**src/dlf_regs.svh**
```systemverilog
// offsets, field positions, reset values and scale constants of the limit and transient registers
`ifndef DLF_REGS_SVH
`define DLF_REGS_SVH
// register offsets
`define DLF_CH2_LIM_ADDR 8'h00dd
`define DLF_CH3_LIM_ADDR 8'h00de
`define DLF_FAST_TRANSIENT_CONFIG_ADDR 8'h00df
// reset values
`define DLF_CH2_LIM_RST 8'h0000
`define DLF_CH3_LIM_RST 8'h0000
`define DLF_FAST_TRANSIENT_CONFIG_RST 6'h003f
// limit field positions
`define DLF_UPPER_MSB 7
`define DLF_UPPER_LSB 4
`define DLF_LOWER_MSB 3
`define DLF_LOWER_LSB 0
// voltage scale in half-millivolt units
`define DLF_VREF_TRIM_HALF 12'h04b0
`define DLF_UPPER_OFS_HALF 12'h0180
`define DLF_LOWER_OFS_HALF 12'h017d
`define DLF_LIMIT_STEP_HALF 12'h0018
`define DLF_CODE_BASE_HALF 12'h0330
`define DLF_CODE_STEP_HALF 12'h0003
`endif

```
**src/dlf_pkg.sv**
```systemverilog
// types shared by the limit and transient register logic
package dlf_pkg;
    // decoded register request from the two-wire engine
    typedef struct packed {
        logic wr;
        logic rd;
        logic [7:0] addr;
        logic [7:0] data;
    } dlf_req_t;

    // sensitivity field encoding
    typedef enum logic [1:0] {
        DLF_FT_OFF = 2'b00,
        DLF_FT_NARROW_X3 = 2'b01,
        DLF_FT_NARROW_X5 = 2'b10,
        DLF_FT_WIDE_X5 = 2'b11
    } dlf_sens_t;

    // whole state of the register bank
    typedef struct packed {
        logic [7:0] ch2_lim;
        logic [7:0] ch3_lim;
        logic [5:0] fast_transient_config;
        logic [7:0] rd_data;
        logic rd_valid;
        logic wr_rejected;
        logic [5:0] ft_effective;
        logic [1:0] code_ok;
    } dlf_state_t;
endpackage

```
**src/dlf_regs_top.sv**
```systemverilog
// limit and fast-transient configuration registers of a triple buck regulator
//
// Functional notes
// - ch2 ceiling write below code is discarded
// - ch2 floor write above code is discarded
// - ch3 ceiling write below code is ignored
// - ch3 floor write above code is ignored
// - ceiling bits 7:4, ref+192mV-12mV/step
// - floor bits 3:0, ref-190.5mV+12mV/step
// - ch3 limits at 0xDE, reset zero
// - transient config at 0xDF, reset 0x3F
// - sensitivities ch3 5:4, ch2 3:2, ch1 1:0
// - 00 off, 01/10/11 window and gain
// - pin disable voids sensitivities, still read/write
// - output code is 408mV plus 1.5mV/step
// - code outside limits flagged not allowed
`timescale 1ns/1ps
`default_nettype none
`include "dlf_regs.svh"
module dlf_regs_top
    import dlf_pkg::*;
(
    input wire logic clock_i,
    input wire logic rst_n_i,
    input wire dlf_req_t req_i, // decoded register access
    input wire logic [7:0] ch2_output_code_i, // present channel 2 code
    input wire logic [7:0] ch3_output_code_i, // present channel 3 code
    input wire logic transient_config_pin_i, // high disables fast transient
    output logic [7:0] rd_data_o,
    output logic rd_valid_o,
    output logic wr_rejected_o,
    output logic [5:0] ft_effective_o,
    output logic [1:0] code_ok_o
);
    dlf_state_t st; // registered state
    dlf_state_t next_st; // next state
    logic [7:0] code [2]; // per-channel present code
    logic [7:0] cur_lim [2]; // per-channel stored limits
    logic [7:0] lim_addr [2]; // per-channel register offset
    logic [1:0] up_ok; // candidate ceiling accepted
    logic [1:0] lo_ok; // candidate floor accepted
    logic [1:0] in_rng; // present code within limits
    logic [7:0] merged [2]; // limit value after checks
    logic [1:0] hit; // write aimed at channel register

    assign code[0] = ch2_output_code_i;
    assign code[1] = ch3_output_code_i;
    assign cur_lim[0] = st.ch2_lim;
    assign cur_lim[1] = st.ch3_lim;
    assign lim_addr[0] = `DLF_CH2_LIM_ADDR;
    assign lim_addr[1] = `DLF_CH3_LIM_ADDR;

    // one checker per limited channel
    genvar g;
    generate
        for (g = 0; g < 2; g++) begin : g_ch
            dlf_limit_check u_chk (
                .code_i(code[g]),
                .cur_lim_i(cur_lim[g]),
                .new_lim_i(req_i.data),
                .upper_ok_o(up_ok[g]),
                .lower_ok_o(lo_ok[g]),
                .in_range_o(in_rng[g])
            );
            // each field kept or taken on its own check
            assign hit[g] = req_i.wr && (req_i.addr == lim_addr[g]);
            assign merged[g] = {up_ok[g] ? req_i.data[7:4] : cur_lim[g][7:4],
                                lo_ok[g] ? req_i.data[3:0] : cur_lim[g][3:0]};
        end
    endgenerate

    // next-state logic
    always_comb begin
        next_st = st;
        next_st.rd_valid = req_i.rd;
        next_st.wr_rejected = 1'b0;
        // limit register writes
        if (hit[0]) begin
            next_st.ch2_lim = merged[0];
            next_st.wr_rejected = !(up_ok[0] && lo_ok[0]);
        end
        if (hit[1]) begin
            next_st.ch3_lim = merged[1];
            next_st.wr_rejected = !(up_ok[1] && lo_ok[1]);
        end
        // reserved bits 7:6 dropped
        if (req_i.wr && req_i.addr == `DLF_FAST_TRANSIENT_CONFIG_ADDR) begin
            next_st.fast_transient_config = req_i.data[5:0];
        end
        // read mux, unmapped reads give zero
        if (req_i.rd) begin
            case (req_i.addr)
                `DLF_CH2_LIM_ADDR: begin
                    next_st.rd_data = st.ch2_lim;
                end
                `DLF_CH3_LIM_ADDR: begin
                    next_st.rd_data = st.ch3_lim;
                end
                `DLF_FAST_TRANSIENT_CONFIG_ADDR: begin
                    next_st.rd_data = {2'b00, st.fast_transient_config};
                end
                default: begin
                    next_st.rd_data = 8'h00;
                end
            endcase
        end
        // sensitivities only reach regulation while the pin allows
        next_st.ft_effective = transient_config_pin_i ? 6'h00 : st.fast_transient_config;
        next_st.code_ok = in_rng;
    end

    // state register
    always_ff @(posedge clock_i) begin
        if (!rst_n_i) begin
            st <= '0;
            st.ch2_lim <= `DLF_CH2_LIM_RST;
            st.ch3_lim <= `DLF_CH3_LIM_RST;
            st.fast_transient_config <= `DLF_FAST_TRANSIENT_CONFIG_RST;
        end else begin
            st <= next_st;
        end
    end

    assign rd_data_o = st.rd_data;
    assign rd_valid_o = st.rd_valid;
    assign wr_rejected_o = st.wr_rejected;
    assign ft_effective_o = st.ft_effective;
    assign code_ok_o = st.code_ok;
endmodule
`default_nettype wire

```
**src/dlf_limit_check.sv**
```systemverilog
// one channel's limit checks against its present output code
`timescale 1ns/1ps
`default_nettype none
`include "dlf_regs.svh"
module dlf_limit_check
    import dlf_pkg::*;
(
    input wire logic [7:0] code_i,
    input wire logic [7:0] cur_lim_i,
    input wire logic [7:0] new_lim_i,
    output logic upper_ok_o,
    output logic lower_ok_o,
    output logic in_range_o
);
    logic [11:0] code_v; // present output voltage
    logic [11:0] new_up_v; // candidate ceiling
    logic [11:0] new_lo_v; // candidate floor
    logic [11:0] cur_up_v; // stored ceiling
    logic [11:0] cur_lo_v; // stored floor

    // voltage of a ceiling code
    function automatic logic [11:0] up_v(input logic [3:0] c);
        up_v = 12'(`DLF_VREF_TRIM_HALF + `DLF_UPPER_OFS_HALF - `DLF_LIMIT_STEP_HALF * {8'h00, c});
    endfunction

    // voltage of a floor code
    function automatic logic [11:0] lo_v(input logic [3:0] c);
        lo_v = 12'(`DLF_VREF_TRIM_HALF - `DLF_LOWER_OFS_HALF + `DLF_LIMIT_STEP_HALF * {8'h00, c});
    endfunction

    // all values in half-millivolt units so 190.5 mV stays exact
    always_comb begin
        code_v = 12'(`DLF_CODE_BASE_HALF + `DLF_CODE_STEP_HALF * {4'h0, code_i});
        new_up_v = up_v(new_lim_i[`DLF_UPPER_MSB:`DLF_UPPER_LSB]);
        new_lo_v = lo_v(new_lim_i[`DLF_LOWER_MSB:`DLF_LOWER_LSB]);
        cur_up_v = up_v(cur_lim_i[`DLF_UPPER_MSB:`DLF_UPPER_LSB]);
        cur_lo_v = lo_v(cur_lim_i[`DLF_LOWER_MSB:`DLF_LOWER_LSB]);
        upper_ok_o = (new_up_v >= code_v);
        lower_ok_o = (new_lo_v <= code_v);
        in_range_o = (cur_lo_v <= code_v) && (code_v <= cur_up_v);
    end
endmodule
`default_nettype wire

```
**config.mk**
```make
export PLATFORM = sky130hd
export DESIGN_NAME = dlf_regs_top
export DESIGN_NICKNAME = d
export VERILOG_FILES = /design/src/dlf_pkg.sv /design/src/dlf_regs_top.sv /design/src/dlf_limit_check.sv
export VERILOG_INCLUDE_DIRS = /design/src
export SDC_FILE = /design/constraint.sdc
export NUM_CORES = 1
export LEC_CHECK = 0
export BUFFER_PORTS_ARGS = -buffer_cell sky130_fd_sc_hd__buf_2
export CAP_MARGIN = 20
export CORE_AREA = 3 3 102 104
export DETAILED_ROUTE_END_ITERATION = 8
export DIE_AREA = 0 0 105 107
export PLACE_DENSITY = 0.81
export REMOVE_ABC_BUFFERS = 1
export SYNTH_ARGS = -nofsm -noshare
export SYNTH_HDL_FRONTEND = slang
export SYNTH_SLANG_ARGS = --single-unit
```
**constraint.sdc**
```tcl
create_clock -name clock_i -period 6.2 [get_ports clock_i]
set_input_delay 1.24 -clock clock_i [delete_from_list [all_inputs] [get_ports clock_i]]
set_output_delay 1.24 -clock clock_i [all_outputs]
set_load 0.05 [all_outputs]
```
== After elaboration in Yosys (flattened, before gate mapping) ==
Cells that the tools add are included.

* $mul: 8
* $add $sub $neg: 8
* Bitwise gates (word level): 1
* $lt $le $gt $ge: 8
* Mux-type cells: 3
* Reductions and logical operators: 14
* Equality and inequality tests: 3

{| class="wikitable"
|+ Operator list
! kind !! number
|-
| less-or-equal comparator 12 bit || 6
|-
| multiplier 2 x 4 -> 6 bit (first input constant) || 6
|-
| subtractor 11 x 9 -> 12 bit (first input constant) || 3
|-
| adder 10 x 9 -> 11 bit (first input constant) || 3
|-
| equality test 8 bit (second input constant) || 3
|-
| greater-or-equal comparator 12 bit || 2
|-
| case mux 8 bit (3 select lines) || 1
|-
| adder 10 x 10 -> 11 bit (first input constant) || 2
|-
| multiplier 2 x 8 -> 10 bit (first input constant) || 2
|-
| AND reduction 2 bit || 4
|-
| logical AND 1 bit || 7
|-
| logical NOT 1 bit || 2
|-
| 2-to-1 mux 1 bit || 2
|-
| OR reduction 2 bit || 1
|-
| inverter 1 bit || 1
|}

* Bits in registers: 40
* Input port bits: 37
* Logic and storage cells: 55
* Output and inout port bits: 18

== Depth between registers and ports, before layout ==
* Depth in word-level cells: 7
* Mapped depth: 17
* Depth with buffers taken out: 16

== By module ==
From an unflattened synthesis, not the netlist that was laid out.

* Cells, all modules: 789
* Area, all modules: 6592.6 sq um

{| class="wikitable"
|+ Modules (own cells, without submodules)
! module !! seq. area each (sq um) !! times used !! cells an instance !! area each (sq um)
|-
| dlf_limit_check (g_ch[1].u_chk) || 0.0 || 1 || 296 || 2361.0
|-
| dlf_limit_check (g_ch[0].u_chk) || 0.0 || 1 || 297 || 2354.8
|-
| dlf_regs_top || 800.8 || 1 || 196 || 1876.8
|}

== Worst setup path after synthesis ==
No wires, ideal clock.

* Kind: input port to flip-flop
* Start: in ch2_output_code_i[2]
* End: reg st (netlist bit cur_lim[10])
* Arrival: 4.149 ns
* Setup time: 0.069 ns
* Setup slack: 1.982 ns
* Buffers on the path: 0
* Required time: 6.131 ns
* Cell stages on the path: 15
* Cell sequence: ha_1 -> ha_1 -> a21o_1 -> a21oi_1 -> nor2b_2 -> nor4_1 -> or4_4 -> mux2i_1 -> ha_1 -> a21o_1 -> a21oi_1 -> o2111ai_1 -> a21oi_4 -> nand3_1 -> o21ai_1

* Cells in the longest elaborated chain, start to end: 4

{| class="wikitable"
|+ RTL lines
! element !! RTL line !! text
|-
| start: declaration || dlf_regs_top.sv:26 || <nowiki>input wire logic [7:0] ch2_output_code_i,</nowiki>
|-
| multiplier 2 x 8 -> 10 bit (no source line) || - ||
|-
| adder 10 x 10 -> 11 bit (no source line) || - ||
|-
| less-or-equal comparator 12 bit || dlf_limit_check.sv:39 || <nowiki>lower_ok_o = (new_lo_v <= code_v);</nowiki>
|-
| AND reduction 2 bit (no source line) || - ||
|-
| end signal: assignment || dlf_regs_top.sv:120 || <nowiki>st <= next_st;</nowiki>
|-
| end: declaration || dlf_regs_top.sv:35 || <nowiki>dlf_state_t st;</nowiki>
|}

No other way between the ends.
A chain may end at the register's enable or synchronous reset.

== Final worst setup path ==
* Start: in ch3_output_code_i[1]
* End: reg st (netlist bit cur_lim[2])

* Cells in the longest elaborated chain, start to end: 4

{| class="wikitable"
|+ RTL lines
! element !! RTL line !! text
|-
| start: declaration || dlf_regs_top.sv:27 || <nowiki>input wire logic [7:0] ch3_output_code_i,</nowiki>
|-
| multiplier 2 x 8 -> 10 bit (no source line) || - ||
|-
| adder 10 x 10 -> 11 bit (no source line) || - ||
|-
| less-or-equal comparator 12 bit || dlf_limit_check.sv:39 ||
|-
| AND reduction 2 bit (no source line) || - ||
|}

No other way between the ends.

==> out/qor.yml <==
outcome: "completed"
ys_seq_elements: 40
endpoint_kind: "flop"
top_signal_layer_used: "met4"
max_cap_violations: 0
grt_pass1_vias: 4787
ir_drop_mv: 0.09431
finalSetupViolCount: 0
wl_met1_um: 5553
worstPathRequired_ps: 6420
antenna_found_initial: 0
period_needed_ps: 4544
synth_area_leader_cell: "ha_1"
routed_via_density: 5.888
gr-total-overflow: 0
dp_hpwl_um: 10790
fmax_ghz: 0.2201
initial_utilization_pct: 58.61
yosysWarnings: 0
skew_ps: 4.424
die-width_um: 105
critPathKind: "in2reg"
numCtsBuffers: 5
grt_usage_pct: 23.19
start_kind: "input port"
postSynthCellCount: 670
rsz0062_at_grt: "false"
port_buffers: 54
cts_resized: 0
max_stage_delay_ps: 430
post-synth-top-count-cell: "ha_1"
antennaDiodeCount: 0
drive_above_1_share_pct: 11.93
cp_slowest_cell: "fa_1"
hold_violations: 0
fin_crit_sh_pct: 73.29
p_leak_nw: 2.862
path_clk_slew_ps: 80
root_buffer: "clkbuf_8"
antenna_left: 0
num-fill-cells: 871
worst_ep_arrival_time_ps: 4760
multiInputGateArea_sq_um: 4367
maxSlewHeadroom_pct: 48.77
avgSynthCellArea_sq_um: 8.432
vias: 4881
gp_congestion: 0.9309
fin_nets: 861
grt_pass1_wl_um: 21710
synth_top_flop_cell: "dfxtp_1"
power.density_nw_per_um2: 172.3
die_area_sq_um: 11240
grt_max_degree: 50
synth_edf_count: 0
drc: 0
cts_tree: "done"
post-cts-setup-buffers: 0
cp_common_cell: "ha_1"
cts_buffer_depth: 2
cts_hold_buf: 0
synth_top_area_share_pct: 26.80
wirelength_um: 13010
seqCellArea_sq_um: 800.8
path_buf_inv: 2
synthArstFlopShare_pct: 0
netlist_area_sq_um: 5649
tightestPinTransition_ps: 758.9
setup_tns_ps: 0
initialDrtViolationCount: 271
drv_slew: 0
fin_hold_ws_ps: 486.7
synthTopCellsByCount: "121 x ha_1, 61 x inv_1, 53 x nand2_1"
core-area_sq_um: 9639
crit_fanout: 5
wl_met3_um: 455
min-delay-path-class: "reg2reg"
synth_area_leaders: "ha_1 27%, dfxtp_1 14%, xnor2_1 4.7%, inv_1 4.1%, mux2i_1 3.9%"
io_pins: 55
fp.dieH_um: 107
htree_levels: 2
num_rows: 36
drtPass1Iterations: 5
fin_ws_ps: 1656
crit_chain: "buf_2, ha_1, ha_1, fa_1, a21o_1, a21oi_1, xnor2_1, inv_1, ha_1, a21oi_1, o22ai_1, o31ai_1, a32o_1, nor2b_1, mux2i_1"
cts.sinks: 40
clk_latency_ps: 300
wl_per_cell_um: 15.69
seq_area_frac_synth_pct: 14.17
critPathTopFamily: "adder cells"
synth.distinct_cells: 67
area_growth_pct: 5.161
dr_wl_met2_um: 6760
place_ws_ps: 1379
## flip-flops by register name, summed over array words and instances (netlist names)
| register | count |
|---|---|
| ft_effective_o | 6 |
| cur_lim | 16 |
| st | 6 |
| rd_data_o | 8 |
| rd_valid_o | 1 |
| code_ok_o | 2 |
| wr_rejected_o | 1 |
## per-stage QoR
step | power, mW | utilization, % | cell area (sq um) | cells
finish | 1.023 | 61.63 | 5941 | 829
global route | 1.114 | 61.63 | 5941 | 829
CTS | 1.022 | 61.63 | 5941 | 829
detailed placement | 0.8078 | 60.51 | 5833 | 821
global placement | 0.7851 | 60.51 | 5833 | 821
floorplan | 0.6684 | - | 5396 | 634
## layout make-up
class                      instances  area share (%)
clock inverter                     2          0.5897
timing repair buffer              54           4.549
clock buffer                       6           1.222
inverter                          61           3.854
multi-input combinational        533           73.50
tap                              133           2.801
sequential                        40           13.48
## per-layer routing
layer / track usage, % / up-vias
li1: - / 2429
met1: 28.48 / 2307
met2: 43.35 / 123
met3: 1.927 / 22
met4: 6.186 / 0
met5: 0 / -
## logic make-up (layout without fill, tap and decap cells)
| group | after synthesis | after routing | share of synthesized area [%] |
|---|---|---|---|
| DFF | 40 | 40 | 14.18 |
| xor gates and xnor gates | 49 | 49 | 7.597 |
| adders and majority gates | 129 | 129 | 29.63 |
| and+or+nand+nor | 180 | 180 | 17.05 |
| muxes | 31 | 31 | 5.759 |
| buffers and inverters | 97 | 123 | 8.527 |
| AOI/OAI and AO/OA | 144 | 144 | 17.25 |
## layout by cell type, fill, tap and decap left out, types with 6 or more instances in the layout
| cell | count |
|---|---|
| nand4_1 | 9 |
| o21ai_1 | 7 |
| o21ai_0 | 21 |
| o22ai_1 | 7 |
| nor3_1 | 10 |
| mux2i_1 | 22 |
| nor2b_1 | 13 |
| a211oi_1 | 8 |
| a21o_1 | 9 |
| ha_1 | 121 |
| xor2_1 | 19 |
| o21a_1 | 9 |
| nor4_1 | 11 |
| xnor2_1 | 30 |
| buf_2 | 54 |
| a21oi_1 | 32 |
| o21bai_1 | 9 |
| inv_1 | 61 |
| nand3_1 | 12 |
| and2_1 | 16 |
| fa_1 | 8 |
| nand2_1 | 53 |
| a22oi_1 | 6 |
| nor2_1 | 22 |
| dfxtp_1 | 40 |
| mux2_2 | 7 |
## report_power, final
part	leakage [nW]	total, mW	switching [mW]	internal (mW)
clock	0.0552	0.213	0.0939	0.120
sequential	0.325	0.264	0.00133	0.262
combinational	2.48	0.546	0.319	0.228
total	2.86	1.02	0.414	0.610
## worst register-to-register path: cells and delay by family, from the launching register on
family	cells	cell delay [ps]
AOI/OAI and AO/OA	5	1010
adders and majority gates	4	1280
buffers and inverters	1	60
DFF	1	380
muxes	1	370
and+or+nand+nor	3	430
## path summary, 6_finish.rpt
| check | slack (ps) | from | end | cells past startpoint |
|---|---|---|---|---|
| setup / recovery | 1660 | ch3_output_code_i[1] | cur_lim[2]$_SDFFE_PN0P_ | 15 |
| hold / removal | 490 | rd_data_o[6]$_SDFFE_PN0P_ | rd_data_o[6]$_SDFFE_PN0P_ | 2 |
| setup reg to reg | 2620 | cur_lim[9]$_SDFFE_PN0P_ | code_ok_o[0]$_SDFF_PN0_ | 14 |
| hold reg to reg | 490 | rd_data_o[6]$_SDFFE_PN0P_ | rd_data_o[6]$_SDFFE_PN0P_ | 2 |
Power figures use the tool's default switching activity.
